File: config.mk
export PLATFORM = sky130hd
export DESIGN_NAME = sic_ctrl
export DESIGN_NICKNAME = d
export VERILOG_FILES = /design/src/rtl/sic_pkg.sv /design/src/rtl/sic_ctrl.sv
export SDC_FILE = /design/constraint.sdc
export NUM_CORES = 1
export LEC_CHECK = 0
export BUFFER_PORTS_ARGS = -buffer_cell sky130_fd_sc_hd__buf_2
export CORE_MARGIN = 8
export CORE_UTILIZATION = 55
export CTS_BUF_LIST = sky130_fd_sc_hd__clkbuf_2
export DETAILED_ROUTE_END_ITERATION = 7
export PLACE_DENSITY_LB_ADDON = 0.08
export SETUP_SLACK_MARGIN = 0.02
export SYNTH_ARGS = -nofsm -noshare
export SYNTH_HDL_FRONTEND = slang
export SYNTH_SLANG_ARGS = --single-unit
File: constraint.sdc
create_clock -name clock_in -period 2.68 [get_ports clock_in]
set_clock_uncertainty 0.05 [all_clocks]
set_input_delay 0.268 -clock clock_in [delete_from_list [all_inputs] [get_ports clock_in]]
set_output_delay 0.268 -clock clock_in [all_outputs]
set_load 0.005 [all_outputs]
File: src/rtl/sic_pkg.sv
// Purpose: Constants for the six-level interrupt controller
// Assumes: One 100 MHz clock, core-side register strobes
package sic_pkg;
    localparam int NUM_LEVELS = 6;
    localparam logic [7:0] MASK_RESET = 8'h00;
    localparam logic [7:0] PEND_RESET = 8'h00;
    localparam logic [7:0] PRIO_RESET = 8'h00;
    localparam int MASK_MASTER_BIT = 7;
    localparam int PRIO_C_BIT = 1;
    localparam int PRIO_B_BIT = 2;
    localparam int PRIO_A_BIT = 5;
    localparam int GRP_B0 = 0;
    localparam int GRP_B1 = 3;
    localparam int GRP_B2 = 4;
    localparam logic [7:0] VECTOR_STEP = 8'h02;
    localparam int SYNC_STAGES = 2;
    typedef enum logic [2:0] {
        GRP_UNUSED0 = 3'b000,
        GRP_CAB = 3'b001,
        GRP_ABC = 3'b010,
        GRP_ACB = 3'b011,
        GRP_BCA = 3'b100,
        GRP_CBA = 3'b101,
        GRP_BAC = 3'b110,
        GRP_UNUSED7 = 3'b111
    } sic_grp_t;
endpackage

File: src/rtl/sic_ctrl.sv
// Purpose: Six-level interrupt controller
// Assumes: Pins already synchronous to clock_in; core drives strobes
// Notes: Pending write beats same-cycle sampling and acknowledge
`timescale 1ns/1ps
`default_nettype none
module sic_ctrl #(
    parameter bit LEVEL3_ON_BIT_TWO = 1'b0
) (
    input wire logic clock_in,
    input wire logic nrst_in,
    input wire logic port_three_bit_zero_in,
    input wire logic port_three_bit_one_in,
    input wire logic port_three_bit_two_in,
    input wire logic port_three_bit_three_in,
    input wire logic comparator_in,
    input wire logic timer_zero_eoc_in,
    input wire logic timer_one_eoc_in,
    input wire logic serial_rx_in,
    input wire logic serial_tx_in,
    input wire logic serial_rx_enable_in,
    input wire logic sample_in,
    input wire logic ack_in,
    input wire logic global_enable_instruction_in,
    input wire logic global_disable_instruction_in,
    input wire logic return_from_service_instruction_in,
    input wire logic priority_order_wr_in,
    input wire logic request_enable_wr_in,
    input wire logic pending_wr_in,
    input wire logic [7:0] wdata_in,
    output logic [7:0] request_enable_register_out,
    output logic [7:0] pending_out,
    output logic irq_out,
    output logic [2:0] level_out,
    output logic [7:0] vector_out
);
    typedef struct packed {
        logic [3:0] pin_prev;
        logic [3:0] capture;
        logic [3:0] sync1;
        logic [3:0] sync2;
        logic [5:0] src_prev;
        logic [5:0] latch;
        logic [5:0] pend;
        logic [7:0] mask;
        logic [7:0] prio;
        logic irq;
        logic [2:0] level;
        logic [7:0] vector;
    } sic_state_t;

    sic_state_t st_r;
    sic_state_t st_nxt;
    logic [3:0] pin_now;
    logic [3:0] pin_edge;
    logic [5:0] src;
    logic [5:0] active;
    logic [2:0] win_lvl;
    logic win_any;

    ////////////////////////////////////////////////////////////////
    // Pin edge capture
    always_comb begin
        pin_now[0] = port_three_bit_two_in;
        pin_now[1] = port_three_bit_three_in;
        pin_now[2] = port_three_bit_one_in;
        pin_now[3] = LEVEL3_ON_BIT_TWO ? port_three_bit_two_in : port_three_bit_zero_in;
    end

    // Falling edges only; edge select bits are device dependent and left out
    genvar gi;
    generate
        for (gi = 0; gi < 4; gi++) begin : g_edge
            assign pin_edge[gi] = st_r.pin_prev[gi] & ~pin_now[gi];
        end
    endgenerate

    always_comb begin
        src[0] = st_r.sync2[0] | comparator_in;
        src[1] = st_r.sync2[1];
        src[2] = st_r.sync2[2] | comparator_in;
        src[3] = serial_rx_enable_in ? serial_rx_in : st_r.sync2[3];
        src[4] = timer_zero_eoc_in | serial_tx_in;
        src[5] = timer_one_eoc_in;
    end

    ////////////////////////////////////////////////////////////////
    // Arbitration
    function automatic logic [2:0] grp_pick(input logic [5:0] a, input logic first_hi,
                                             input logic [2:0] lo_l, input logic [2:0] hi_l);
        grp_pick = first_hi ? (a[hi_l] ? hi_l : lo_l) : (a[lo_l] ? lo_l : hi_l);
    endfunction

    logic [2:0] pick_a;
    logic [2:0] pick_b;
    logic [2:0] pick_c;
    logic has_a;
    logic has_b;
    logic has_c;
    logic [2:0] grp_sel;

    always_comb begin
        active = st_r.pend & st_r.mask[5:0] & {6{st_r.mask[sic_pkg::MASK_MASTER_BIT]}};
        has_a = active[3] | active[5];
        has_b = active[0] | active[2];
        has_c = active[1] | active[4];
        pick_a = grp_pick(active, st_r.prio[sic_pkg::PRIO_A_BIT], 3'd5, 3'd3);
        pick_b = grp_pick(active, st_r.prio[sic_pkg::PRIO_B_BIT], 3'd2, 3'd0);
        pick_c = grp_pick(active, st_r.prio[sic_pkg::PRIO_C_BIT], 3'd1, 3'd4);
        // Bits 6,7 never read
        grp_sel = {st_r.prio[sic_pkg::GRP_B2], st_r.prio[sic_pkg::GRP_B1], st_r.prio[sic_pkg::GRP_B0]};
        win_any = |active;
        win_lvl = 3'd0;
        case (sic_pkg::sic_grp_t'(grp_sel))
            sic_pkg::GRP_CAB: win_lvl = has_c ? pick_c : (has_a ? pick_a : pick_b);
            sic_pkg::GRP_ACB: win_lvl = has_a ? pick_a : (has_c ? pick_c : pick_b);
            sic_pkg::GRP_BCA: win_lvl = has_b ? pick_b : (has_c ? pick_c : pick_a);
            sic_pkg::GRP_CBA: win_lvl = has_c ? pick_c : (has_b ? pick_b : pick_a);
            sic_pkg::GRP_BAC: win_lvl = has_b ? pick_b : (has_a ? pick_a : pick_c);
            // Unused patterns fall back to A,B,C
            default: win_lvl = has_a ? pick_a : (has_b ? pick_b : pick_c);
        endcase
    end

    ////////////////////////////////////////////////////////////////
    // Next state
    always_comb begin
        st_nxt = st_r;
        st_nxt.pin_prev = pin_now;
        st_nxt.capture = pin_edge;
        st_nxt.sync1 = st_r.capture;
        st_nxt.sync2 = st_r.sync1;
        st_nxt.src_prev = src;
        // Leading edge sets latch; held until sampled
        st_nxt.latch = (sample_in ? 6'h00 : st_r.latch) | (src & ~st_r.src_prev);
        if (sample_in) begin
            st_nxt.pend = st_r.pend | st_r.latch;
        end
        if (ack_in && win_any) begin
            st_nxt.pend[win_lvl] = 1'b0;
            st_nxt.mask[sic_pkg::MASK_MASTER_BIT] = 1'b0;
        end
        if (pending_wr_in) begin
            st_nxt.pend = wdata_in[5:0];
        end
        if (request_enable_wr_in) begin
            st_nxt.mask = wdata_in;
        end
        if (global_disable_instruction_in) begin
            st_nxt.mask[sic_pkg::MASK_MASTER_BIT] = 1'b0;
        end
        if (global_enable_instruction_in || return_from_service_instruction_in) begin
            st_nxt.mask[sic_pkg::MASK_MASTER_BIT] = 1'b1;
        end
        if (priority_order_wr_in) begin
            st_nxt.prio = wdata_in;
        end
        st_nxt.irq = win_any & ~(ack_in & win_any);
        st_nxt.level = win_lvl;
        st_nxt.vector = 8'(win_lvl) * sic_pkg::VECTOR_STEP;
    end

    always_ff @(posedge clock_in) begin
        if (!nrst_in) begin
            st_r <= '0;
            st_r.mask <= sic_pkg::MASK_RESET;
            st_r.prio <= sic_pkg::PRIO_RESET;
            st_r.pin_prev <= 4'hf;
        end else begin
            st_r <= st_nxt;
        end
    end

    // Priority-order register has no read path
    always_comb begin
        request_enable_register_out = st_r.mask;
        pending_out = {2'b00, st_r.pend};
        irq_out = st_r.irq;
        level_out = st_r.level;
        vector_out = st_r.vector;
    end

    ////////////////////////////////////////////////////////////////
    // Assertions
    a_sync_delay: assert property (@(posedge clock_in) disable iff (!nrst_in)
        st_r.capture[1] |-> ##2 st_r.sync2[1]) else $error("sync delay wrong");
    a_master_di: assert property (@(posedge clock_in) disable iff (!nrst_in)
        global_disable_instruction_in && !global_enable_instruction_in && !return_from_service_instruction_in
        && !request_enable_wr_in |=> !st_r.mask[7]) else $error("disable failed");
    a_master_return_from_service_instruction: assert property (@(posedge clock_in) disable iff (!nrst_in)
        return_from_service_instruction_in && !request_enable_wr_in |=> st_r.mask[7]) else $error("return failed");
    a_pend_write: assert property (@(posedge clock_in) disable iff (!nrst_in)
        pending_wr_in |=> pending_out == {2'b00, $past(wdata_in[5:0])}) else $error("pending write lost");
    a_no_irq_masked: assert property (@(posedge clock_in) disable iff (!nrst_in)
        !st_r.mask[7] |=> !irq_out) else $error("irq while disabled");
    a_vector_map: assert property (@(posedge clock_in) disable iff (!nrst_in)
        irq_out |-> vector_out == {4'h0, level_out, 1'b0}) else $error("bad vector");
    a_ack_clear: assert property (@(posedge clock_in) disable iff (!nrst_in)
        ack_in && win_any && !pending_wr_in |=> !st_r.pend[$past(win_lvl)]) else $error("winner kept");
    a_sample_move: assert property (@(posedge clock_in) disable iff (!nrst_in)
        sample_in && !pending_wr_in && !ack_in |=> (st_r.pend & $past(st_r.latch)) == $past(st_r.latch))
        else $error("sample lost");
    a_prio_reserved: assert property (@(posedge clock_in) disable iff (!nrst_in)
        $stable(st_r.prio[5:0]) && $stable(active) |-> $stable(win_lvl)) else $error("reserved bits matter");
    c_vectored: cover property (@(posedge clock_in) disable iff (!nrst_in) irq_out ##1 ack_in);
    c_level5: cover property (@(posedge clock_in) disable iff (!nrst_in) irq_out && level_out == 3'd5);
    c_polled: cover property (@(posedge clock_in) disable iff (!nrst_in) !st_r.mask[7] && pending_out != 8'h00);
    c_external: cover property (@(posedge clock_in) disable iff (!nrst_in) st_r.sync2[0] ##[1:4] sample_in);
    c_unused_order: cover property (@(posedge clock_in) disable iff (!nrst_in) irq_out && grp_sel == 3'b111);

    ////////////////////////////////////////////////////////////////
    // Arbitration checks
    a_grp_a_order: assert property (@(posedge clock_in) disable iff (!nrst_in)
        active[3] && active[5] |-> win_lvl != (st_r.prio[sic_pkg::PRIO_A_BIT] ? 3'd5 : 3'd3))
        else $error("group A order wrong");
    a_grp_b_order: assert property (@(posedge clock_in) disable iff (!nrst_in)
        active[0] && active[2] |-> win_lvl != (st_r.prio[sic_pkg::PRIO_B_BIT] ? 3'd2 : 3'd0))
        else $error("group B order wrong");
    a_grp_c_order: assert property (@(posedge clock_in) disable iff (!nrst_in)
        active[1] && active[4] |-> win_lvl != (st_r.prio[sic_pkg::PRIO_C_BIT] ? 3'd1 : 3'd4))
        else $error("group C order wrong");
    a_first_a: assert property (@(posedge clock_in) disable iff (!nrst_in)
        (grp_sel == 3'b000 || grp_sel == 3'b010 || grp_sel == 3'b011 || grp_sel == 3'b111) && has_a
        |-> (win_lvl == 3'd3 || win_lvl == 3'd5))
        else $error("group A not first");
    a_first_b: assert property (@(posedge clock_in) disable iff (!nrst_in)
        (grp_sel == 3'b100 || grp_sel == 3'b110) && has_b |-> (win_lvl == 3'd0 || win_lvl == 3'd2))
        else $error("group B not first");
    a_first_c: assert property (@(posedge clock_in) disable iff (!nrst_in)
        (grp_sel == 3'b001 || grp_sel == 3'b101) && has_c |-> (win_lvl == 3'd1 || win_lvl == 3'd4))
        else $error("group C not first");
    a_grp_unused: assert property (@(posedge clock_in) disable iff (!nrst_in)
        (grp_sel == 3'b000 || grp_sel == 3'b111) && !has_a && has_b
        |-> (win_lvl == 3'd0 || win_lvl == 3'd2))
        else $error("unused order not fixed");
    a_level_range: assert property (@(posedge clock_in) disable iff (!nrst_in)
        irq_out |-> level_out < 3'd6)
        else $error("level out of range");
    a_vector_even: assert property (@(posedge clock_in) disable iff (!nrst_in)
        vector_out[0] == 1'b0)
        else $error("vector odd");
    a_vector_top: assert property (@(posedge clock_in) disable iff (!nrst_in)
        vector_out[7:4] == 4'h0)
        else $error("vector too high");
    a_no_win_idle: assert property (@(posedge clock_in) disable iff (!nrst_in)
        !win_any |=> !irq_out)
        else $error("irq without winner");
    a_irq_follows: assert property (@(posedge clock_in) disable iff (!nrst_in)
        win_any && !ack_in |=> irq_out)
        else $error("winner not flagged");
    a_irq_drop: assert property (@(posedge clock_in) disable iff (!nrst_in)
        ack_in && win_any |=> !irq_out)
        else $error("irq kept after ack");
    a_disable_blocks: assert property (@(posedge clock_in) disable iff (!nrst_in)
        !st_r.mask[sic_pkg::MASK_MASTER_BIT] |-> !win_any)
        else $error("winner while disabled");

    ////////////////////////////////////////////////////////////////
    // Register checks
    a_enable_set: assert property (@(posedge clock_in) disable iff (!nrst_in)
        global_enable_instruction_in |=> st_r.mask[7])
        else $error("enable failed");
    a_ack_master: assert property (@(posedge clock_in) disable iff (!nrst_in)
        ack_in && win_any && !global_enable_instruction_in && !return_from_service_instruction_in
        && !request_enable_wr_in |=> !st_r.mask[7])
        else $error("master kept on entry");
    a_mask_write: assert property (@(posedge clock_in) disable iff (!nrst_in)
        request_enable_wr_in && !ack_in && !global_disable_instruction_in && !global_enable_instruction_in
        && !return_from_service_instruction_in |=> st_r.mask == $past(wdata_in))
        else $error("mask write lost");
    a_prio_write: assert property (@(posedge clock_in) disable iff (!nrst_in)
        priority_order_wr_in |=> st_r.prio == $past(wdata_in))
        else $error("priority write lost");
    a_pend_top_zero: assert property (@(posedge clock_in) disable iff (!nrst_in)
        pending_out[7:6] == 2'b00)
        else $error("pending top bits set");

    ////////////////////////////////////////////////////////////////
    // Source checks
    a_rx_blocks_pin: assert property (@(posedge clock_in) disable iff (!nrst_in)
        serial_rx_enable_in && !serial_rx_in |-> !src[3])
        else $error("pin reached level 3");
    a_tx_source: assert property (@(posedge clock_in) disable iff (!nrst_in)
        timer_zero_eoc_in || serial_tx_in |-> src[4])
        else $error("level 4 source lost");
    a_timer_one_source: assert property (@(posedge clock_in) disable iff (!nrst_in)
        timer_one_eoc_in |-> src[5])
        else $error("level 5 source lost");
    a_comp_source: assert property (@(posedge clock_in) disable iff (!nrst_in)
        comparator_in |-> src[0] && src[2])
        else $error("comparator source lost");
    a_ext_zero: assert property (@(posedge clock_in) disable iff (!nrst_in)
        st_r.sync2[0] |-> src[0])
        else $error("level 0 pin lost");
    a_ext_one: assert property (@(posedge clock_in) disable iff (!nrst_in)
        st_r.sync2[1] |-> src[1])
        else $error("level 1 pin lost");
    a_ext_two: assert property (@(posedge clock_in) disable iff (!nrst_in)
        st_r.sync2[2] |-> src[2])
        else $error("level 2 pin lost");

    // Per-pin capture and sync chain
    generate
        for (gi = 0; gi < 4; gi++) begin : g_pin_chk
            a_edge_capture: assert property (@(posedge clock_in) disable iff (!nrst_in)
                pin_edge[gi] |=> st_r.capture[gi])
                else $error("pin edge not captured");
            a_pin_quiet: assert property (@(posedge clock_in) disable iff (!nrst_in)
                !pin_edge[gi] |=> !st_r.capture[gi])
                else $error("capture without edge");
            a_sync_first: assert property (@(posedge clock_in) disable iff (!nrst_in)
                st_r.capture[gi] |=> st_r.sync1[gi])
                else $error("first sync stage lost");
            a_sync_second: assert property (@(posedge clock_in) disable iff (!nrst_in)
                st_r.sync1[gi] |=> st_r.sync2[gi])
                else $error("second sync stage lost");
        end
    endgenerate

    // Per-level request path
    generate
        for (gi = 0; gi < 6; gi++) begin : g_lvl_chk
            a_latch_hold: assert property (@(posedge clock_in) disable iff (!nrst_in)
                st_r.latch[gi] && !sample_in |=> st_r.latch[gi])
                else $error("latch dropped early");
            a_latch_clear: assert property (@(posedge clock_in) disable iff (!nrst_in)
                sample_in && !(src[gi] && !st_r.src_prev[gi]) |=> !st_r.latch[gi])
                else $error("latch kept after sample");
            a_win_enabled: assert property (@(posedge clock_in) disable iff (!nrst_in)
                irq_out && level_out == 3'(gi) |-> $past(active[gi]))
                else $error("winner not enabled");
            a_vector_pair: assert property (@(posedge clock_in) disable iff (!nrst_in)
                irq_out && level_out == 3'(gi) |-> vector_out == 8'(2 * gi))
                else $error("vector pair wrong");
            a_pend_set: assert property (@(posedge clock_in) disable iff (!nrst_in)
                sample_in && st_r.latch[gi] && !pending_wr_in
                |=> st_r.pend[gi] || ($past(ack_in) && $past(win_any) && $past(win_lvl) == 3'(gi)))
                else $error("sampled request lost");
            a_pend_keep: assert property (@(posedge clock_in) disable iff (!nrst_in)
                st_r.pend[gi] && !pending_wr_in && !(ack_in && win_any && win_lvl == 3'(gi))
                |=> st_r.pend[gi])
                else $error("loser pending cleared");
            a_level_masked: assert property (@(posedge clock_in) disable iff (!nrst_in)
                !st_r.mask[gi] |=> !(irq_out && level_out == 3'(gi)))
                else $error("masked level won");
        end
    endgenerate
endmodule // sic_ctrl
`default_nettype wire

==> results of run 1 <==
==> report_power, final <==
part,internal (mW),switching (mW)
Combinational,0.0989,0.104
Clock,0.0640,0.242
Sequential,0.820,0.0448
==> metal layers <==
| layer | share of wire | vias up |
|---|---|---|
| met3 | 0.056 | 12 |
| met2 | 0.50 | 64 |
| met1 | 0.42 | 904 |
| met5 | 0 | - |
| li1 | - | 972 |
| met4 | 0.026 | 0 |
==> area by class of cell <==
| cell class | count | share of cell area |
|---|---|---|
| multi-input cells | 173 | 0.408 |
| flip-flops and latches | 52 | 0.399 |
| repair buffers | 61 | 0.139 |
| well taps | 52 | 0.0249 |
| inverters | 9 | 0.0129 |
| clock buffers | 5 | 0.00958 |
| clock inverters | 3 | 0.00671 |
==> cells in the final DEF (no fill, tap or decap), types with 3 or more instances in the layout <==
master and instances:
a21oi_1 11, clkbuf_2 5, a22o_1 5, dfxtp_1 52, buf_4 3, nor2_1 38
and3_1 4, o31ai_1 5, nand2b_1 11, conb_1 7, nand2_1 12, o21ai_0 4
mux2i_1 14, inv_1 8, dlygate4sd3_1 10, and2_1 12, buf_2 48, a31oi_1 3
nand3_1 10
==> how the worst max path moves through the flow <==
| stage | startpoint | end | cells after the start |
|---|---|---|---|
| after floorplan | request_enable_register_out[7] | pending_out[2] | 7 |
| after global placement | pending_out[0] | pending_out[2] | 7 |
| after detailed placement | request_enable_register_out[7] | pending_out[2] | 6 |
| after CTS | request_enable_register_out[7] | request_enable_register_out[7] | 8 |
| after global routing | request_enable_register_out[7] | request_enable_register_out[7] | 8 |
| final | request_enable_register_out[7] | request_enable_register_out[7] | 8 |
==> flip-flops by register name (all words and copies together), names as in the netlist <==
name and cells:
grp_sel 3, vector_out 3, pending_out 6, st_nxt 8, irq_out 1, src 1, st_r 22, request_enable_register_out 8
==> what timing repair did <==
item	in CTS	in global routing
hold buffers	8	2
resized for setup	0	0
setup buffers	0	0
endpoints found under the hold margin	10	2
==> cell usage after synthesis (2+ instances only) <==
cell / n / area [sq um]
dfxtp_1: 52 / 1040
nor2_1: 38 / 143
buf_4: 27 / 203
mux2i_1: 14 / 140
and2_1: 12 / 75.1
nand2_1: 12 / 45.0
a21oi_1: 11 / 55.1
nand2b_1: 11 / 68.8
nand3_1: 10 / 50.1
clkbuf_1: 8 / 30.0
inv_1: 8 / 30.0
a22o_1: 5 / 43.8
o31ai_1: 5 / 37.5
and3_1: 4 / 25.0
o21ai_0: 4 / 20.0
a31oi_1: 3 / 18.8
a21oi_2: 2 / 17.5
a22oi_1: 2 / 15.0
a32o_1: 2 / 20.0
a41oi_1: 2 / 17.5
buf_1: 2 / 7.51
nand3b_1: 2 / 15.0
nand4_1: 2 / 12.5
nor3_1: 2 / 10.0
nor3b_1: 2 / 15.0
o21ai_1: 2 / 10.0
o22ai_1: 2 / 12.5
==> stage by stage <==
step / setup WS, ns / std cells / hold slack, ns
detailed placement: 0.507 / 337 / 0.354
floorplan: 0.805 / 273 / 0.290
CTS: 0.311 / 353 / 0.0100
finish: 0.301 / 355 / 0.0355
global placement: 0.504 / 337 / 0.352
global route: 0.185 / 355 / 0.00503
==> cell families after synthesis <==
group,after synthesis,share of synthesized area
AOI/OAI and AO/OA,53,0.170
muxes,14,0.0590
and+or+nand+nor,99,0.209
DFF,52,0.438
buffers and inverters,48,0.122
other,1,0.00158
==> worst reg2reg max path, delay by kind of cell, from the launching register on <==
| kind | cells | cell delay, ns |
|---|---|---|
| buffers and inverters | 2 | 0.80 |
| AO/OA/AOI/OAI | 2 | 0.57 |
| flip-flops | 1 | 0.66 |
| AND/OR/NAND/NOR | 4 | 0.25 |
==> flow_summary.toml, run 1 <==
[outcome]
status = "finished, final reports clean"

[yosys]
synth_area_sq_um = 2370
synthFlopType = "dfxtp_1"
synth_edf_count = 0
ys_seq_area_frac = 0.438
ys_ff_latch = 52
ys_types = 48
async_flop_share = 0
syn_inst = 267
ys_warn_count = 0
avgSynthCellArea_sq_um = 8.89

[floorplan]
core_sq_um = 4260
die_y_microns = 81.7
initial_core_util = 0.557
rows = 24
io_pins = 56
die_area_sq_um = 6680
die_w_microns = 81.7

[clocking]
clock_path_buffers = 2
cts.sinks = 52
clkSlewWorstSetupHoldPaths_ns = 0.26
cts_made_buffers = 5
clock_latency_ns = 0.43
cts_tree = "built"
h-tree-depth = 2
root_buffer = "clkbuf_2"

[sta]
tns_ns = 0
rsz0062_at_grt = "false"
setup-violations-final = 0
max_freq_mhz = 420
slew_viol_final = 0
min_period_ns = 2.38
hold_violations = 0
min_period_over_period = 0.888

[critical_path]
r2r_slack_ns = 0.30
r2r.worst_path.cells = 8
end_kind = "register"
r2r-end = "request_enable_register_out[7]"
crit_family = "buffers and inverters"
path_buf_inv = 2
regToRegStartpoint = "request_enable_register_out[7]"
cp_common_cell = "nor2_1"
start_kind = "register"
critPathRequiredTime_ns = 2.98
crit_type = "register to register"
crit_chain = "buf_4 -> nand2_1 -> a31oi_1 -> o31a_1 -> nor2_1 -> nor3_1 -> dlygate4sd3_1 -> nor2_1"
crit_fanout = 14
arrival_ns = 2.68
cpPeakStageDelay_ns = 0.66
critPathSlowestCell = "dfxtp_1"

[final_layout]
multi_input_area_sq_um = 1070
area_delta_synth_final_pct = 9.96
fin_area_sq_um = 2610
utilization = 0.612
seq_area_sq_um = 1040
antenna_cells = 0
drive_gt1_frac = 0.208
nets = 330
n_fill_cell = 398

[worst_hold_path]
holdPathEnd = "pending_out[0]"
min_from = "wdata_in[0]"
hold_depth = 3
min_path_type = "input pin to register"

[power_and_ir_drop]
leakage_nw = 1.20
power_density_nw_per_um2 = 526
irDropWorstVdd_mv = 0.402
p_total_mw = 1.37

[global_route]
grt_util_met2 = 0.299
antenna_found_initial = 0
use_met3 = 0.0372
grt_max_degree = 22
grt_overflow = 0
gr-usage-all-layers = 0.173
top_usage_layer = "met2"
use_met1 = 0.200
grt_pass1_vias = 1912
grt_pass1_wl_mm = 9.05

[detailed_routing]
via_per_inst = 5.50
drc = 0
vias = 1952
drt_pre_antenna_iters = 4
drtIter0Drc = 90
wl_per_cell_microns = 15.5
drt-total-wl_mm = 5.49
drtAntennaViolNets = 0

[run]
cap_violations = 0

[placed_design]
place_area_sq_um = 2470
place_hpwl_mm = 4.16
gp_congestion = 0.950
io_buffer_count = 48
(Power assumes the default switching activity.)
==> run 2, diff against run 1 <==
--- a/config.mk
+++ b/config.mk
@@ -5,10 +5,11 @@
 export SDC_FILE = /design/constraint.sdc
 export NUM_CORES = 1
 export LEC_CHECK = 0
+export ABC_AREA = 1
 export BUFFER_PORTS_ARGS = -buffer_cell sky130_fd_sc_hd__buf_2
 export CORE_MARGIN = 8
 export CORE_UTILIZATION = 55
-export CTS_BUF_LIST = sky130_fd_sc_hd__clkbuf_2
+export CTS_BUF_LIST = sky130_fd_sc_hd__clkbuf_2 sky130_fd_sc_hd__clkbuf_4 sky130_fd_sc_hd__clkbuf_8
 export DETAILED_ROUTE_END_ITERATION = 7
 export PLACE_DENSITY_LB_ADDON = 0.08
 export SETUP_SLACK_MARGIN = 0.02
==> run 2 against run 1 <==
Effect of this change: total power is 12% higher; clock power is 54% higher; setup slack better by 0.29 ns; utilization fell by 0.72 points; clock-buffer cell count unchanged; final area shrank 0.48%; flip-flop and latch count unchanged; maximum frequency grew 14%; die area grew 1.1%; first-iteration DRC count up 21%; largest cell class is now sequential cells.
==> flow_summary.toml, run 2 <==
[global_route]
antenna_found_initial = 0
grt_max_degree = 28
grt_overflow = 0
grt_pass1_vias = 1835
gr-usage-all-layers = 0.161
grt_pass1_wl_mm = 8.40

[run]
cap_violations = 0

[clocking]
clkSlewWorstSetupHoldPaths_ns = 0.10
h-tree-depth = 2
cts_hold_buf = 0
cts_resized = 0
clock_path_buffers = 2
cts_tree = "built"
cts_made_buffers = 5
clock_latency_ns = 0.31
cts_setup_buffers = 0
root_buffer = "clkbuf_8"
cts.sinks = 52

[critical_path]
crit_start = "request_enable_register_out[7]"
crit_fanout = 12
r2r_slack_ns = 0.59
end_kind = "register"
crit_end = "pending_out[4]"
crit_chain = "nand3_1 -> nand2_4 -> inv_2 -> nand2_2 -> nor2_1 -> nor2_2 -> inv_1 -> nor2_2 -> nand2_1 -> nand3b_1 -> a21oi_1"
critPathRequiredTime_ns = 2.81
cp_common_cell = "nor2_2"
crit_cells = 11
critPathSlowestCell = "dfxtp_1"
regToRegStartpoint = "request_enable_register_out[7]"
path_buf_inv = 2
crit_family = "simple AND/OR/NAND/NOR gates"
r2r.worst_path.cells = 11
arrival_ns = 2.22
cpPeakStageDelay_ns = 0.65
crit_type = "register to register"
r2r-end = "pending_out[4]"
start_kind = "register"

[detailed_routing]
vias = 2025
via_per_inst = 4.88
drc = 0
wl_per_cell_microns = 12.5
drt-total-wl_mm = 5.18
drt_pre_antenna_iters = 4
drtAntennaViolNets = 0
drtIter0Drc = 109

[power_and_ir_drop]
pwr-share-seq = 0.555
internal_power_mw = 1.09
pwr-share-comb = 0.139
swShare = 0.286
power_density_nw_per_um2 = 590
leakage_nw = 1.38
power_switching_uw = 438
irDropWorstVdd_mv = 0.362
p_clk_frac = 0.306

[sta]
tns_ns = 0
rsz0062_at_grt = "false"
max_freq_mhz = 478
min_period_ns = 2.09
slew_headroom = 0.579
hold_violations = 0
worstMarginPinSlew_ns = 0.631
slew_viol_final = 0
whs_ns = 0.0830
setup-violations-final = 0
min_period_over_period = 0.780

[placed_design]
place_hpwl_mm = 3.99
io_buffer_count = 48
gp_congestion = 0.989

[final_layout]
largest_register_ffs = 22
regMostFlops = "st_r"
antenna_cells = 0
final_cell_mix = "nand2_1 (66), nor2_1 (54), dfxtp_1 (52), buf_2 (48), inv_1 (33)"
nets = 390
layout_commonest_cell = "nand2_1"
area_delta_synth_final_pct = 7.95
drive_gt1_frac = 0.237
n_fill_cell = 448

[yosys]
avgSynthCellArea_sq_um = 7.19
ys_ff_latch = 52
async_flop_share = 0
ys_seq_area_frac = 0.432
syn_inst = 335
ys_types = 28
synth_top_area_share = 0.432
synth_area_leaders = "dfxtp_1 (43%), nand2_1 (10%), buf_4 (8.4%), nor2_1 (8.4%), inv_1 (5.1%)"
synth_edf_count = 0
synth_area_sq_um = 2410
yosys-top-cells-count = "nand2_1 (66), nor2_1 (54), dfxtp_1 (52)"
synth_area_leader_cell = "dfxtp_1"
synthFlopType = "dfxtp_1"
synth_most_common_cell = "nand2_1"
ys_warn_count = 0

[floorplan]
io_pins = 56
die_area_sq_um = 6750
rows = 24
core_sq_um = 4290
die_w_microns = 82.2
die_y_microns = 82.2
initial_core_util = 0.561

[outcome]
status = "finished, final reports clean"

[worst_hold_path]
min_path_type = "input pin to register"
-- run 2: layout make-up --
class | count | area (sq um) | area share
sequential | 52 | 1040 | 0.401
multi-input combinational | 213 | 995 | 0.383
timing repair buffer | 49 | 248 | 0.0953
tap | 52 | 65.1 | 0.0250
clock inverter | 3 | 27.5 | 0.0106
inverter | 41 | 154 | 0.0592
clock buffer | 5 | 68.8 | 0.0265
-- run 2: power groups by stage --
stage	sequential [mW]	combinational, mW	clock, mW
finish	0.850	0.213	0.470
global route	0.857	0.243	0.508
CTS	0.850	0.214	0.486
detailed placement	0.868	0.213	0
global placement	0.867	0.212	0
floorplan	0.857	0.180	0
-- run 2: layer usage --
layer | share of wire | wire length, microns | global-route usage
met5 | 0 | 0 | 0
met4 | 0.014 | 75 | 0.0632
met3 | 0.079 | 408 | 0.0368
met2 | 0.45 | 2310 | 0.255
met1 | 0.46 | 2380 | 0.208
-- run 2: worst min-delay path by stage --
stage | startpoint | to | slack [ns] | cells past startpoint
after floorplan | ack_in | irq_out | 0.30 | 1
after global placement | st_nxt[50] | st_nxt[46] | 0.34 | 2
after detailed placement | st_nxt[46] | st_r[46] | 0.35 | 2
after CTS | ack_in | irq_out | 0.07 | 2
after global routing | ack_in | irq_out | 0.08 | 2
final | ack_in | irq_out | 0.08 | 2
-- run 2: stage by stage --
step                utilization  total power [mW]  cell area [sq um]  std cells  setup WS, ns
floorplan                     -              1.04               2430        341          1.19
global placement          0.583              1.08               2500        407         0.645
detailed placement        0.583              1.08               2500        407         0.624
CTS                       0.605              1.55               2600        415         0.613
global route              0.605              1.61               2600        415         0.384
finish                    0.605              1.53               2600        415         0.590
-- run 2: cells by family after synthesis --
family	count (synthesis)	share of synthesized area
DFF	52	0.432
muxes	1	0.00416
and+or+nand+nor	162	0.306
other	1	0.00156
AOI/OAI and AO/OA	43	0.0925
buffers and inverters	76	0.164
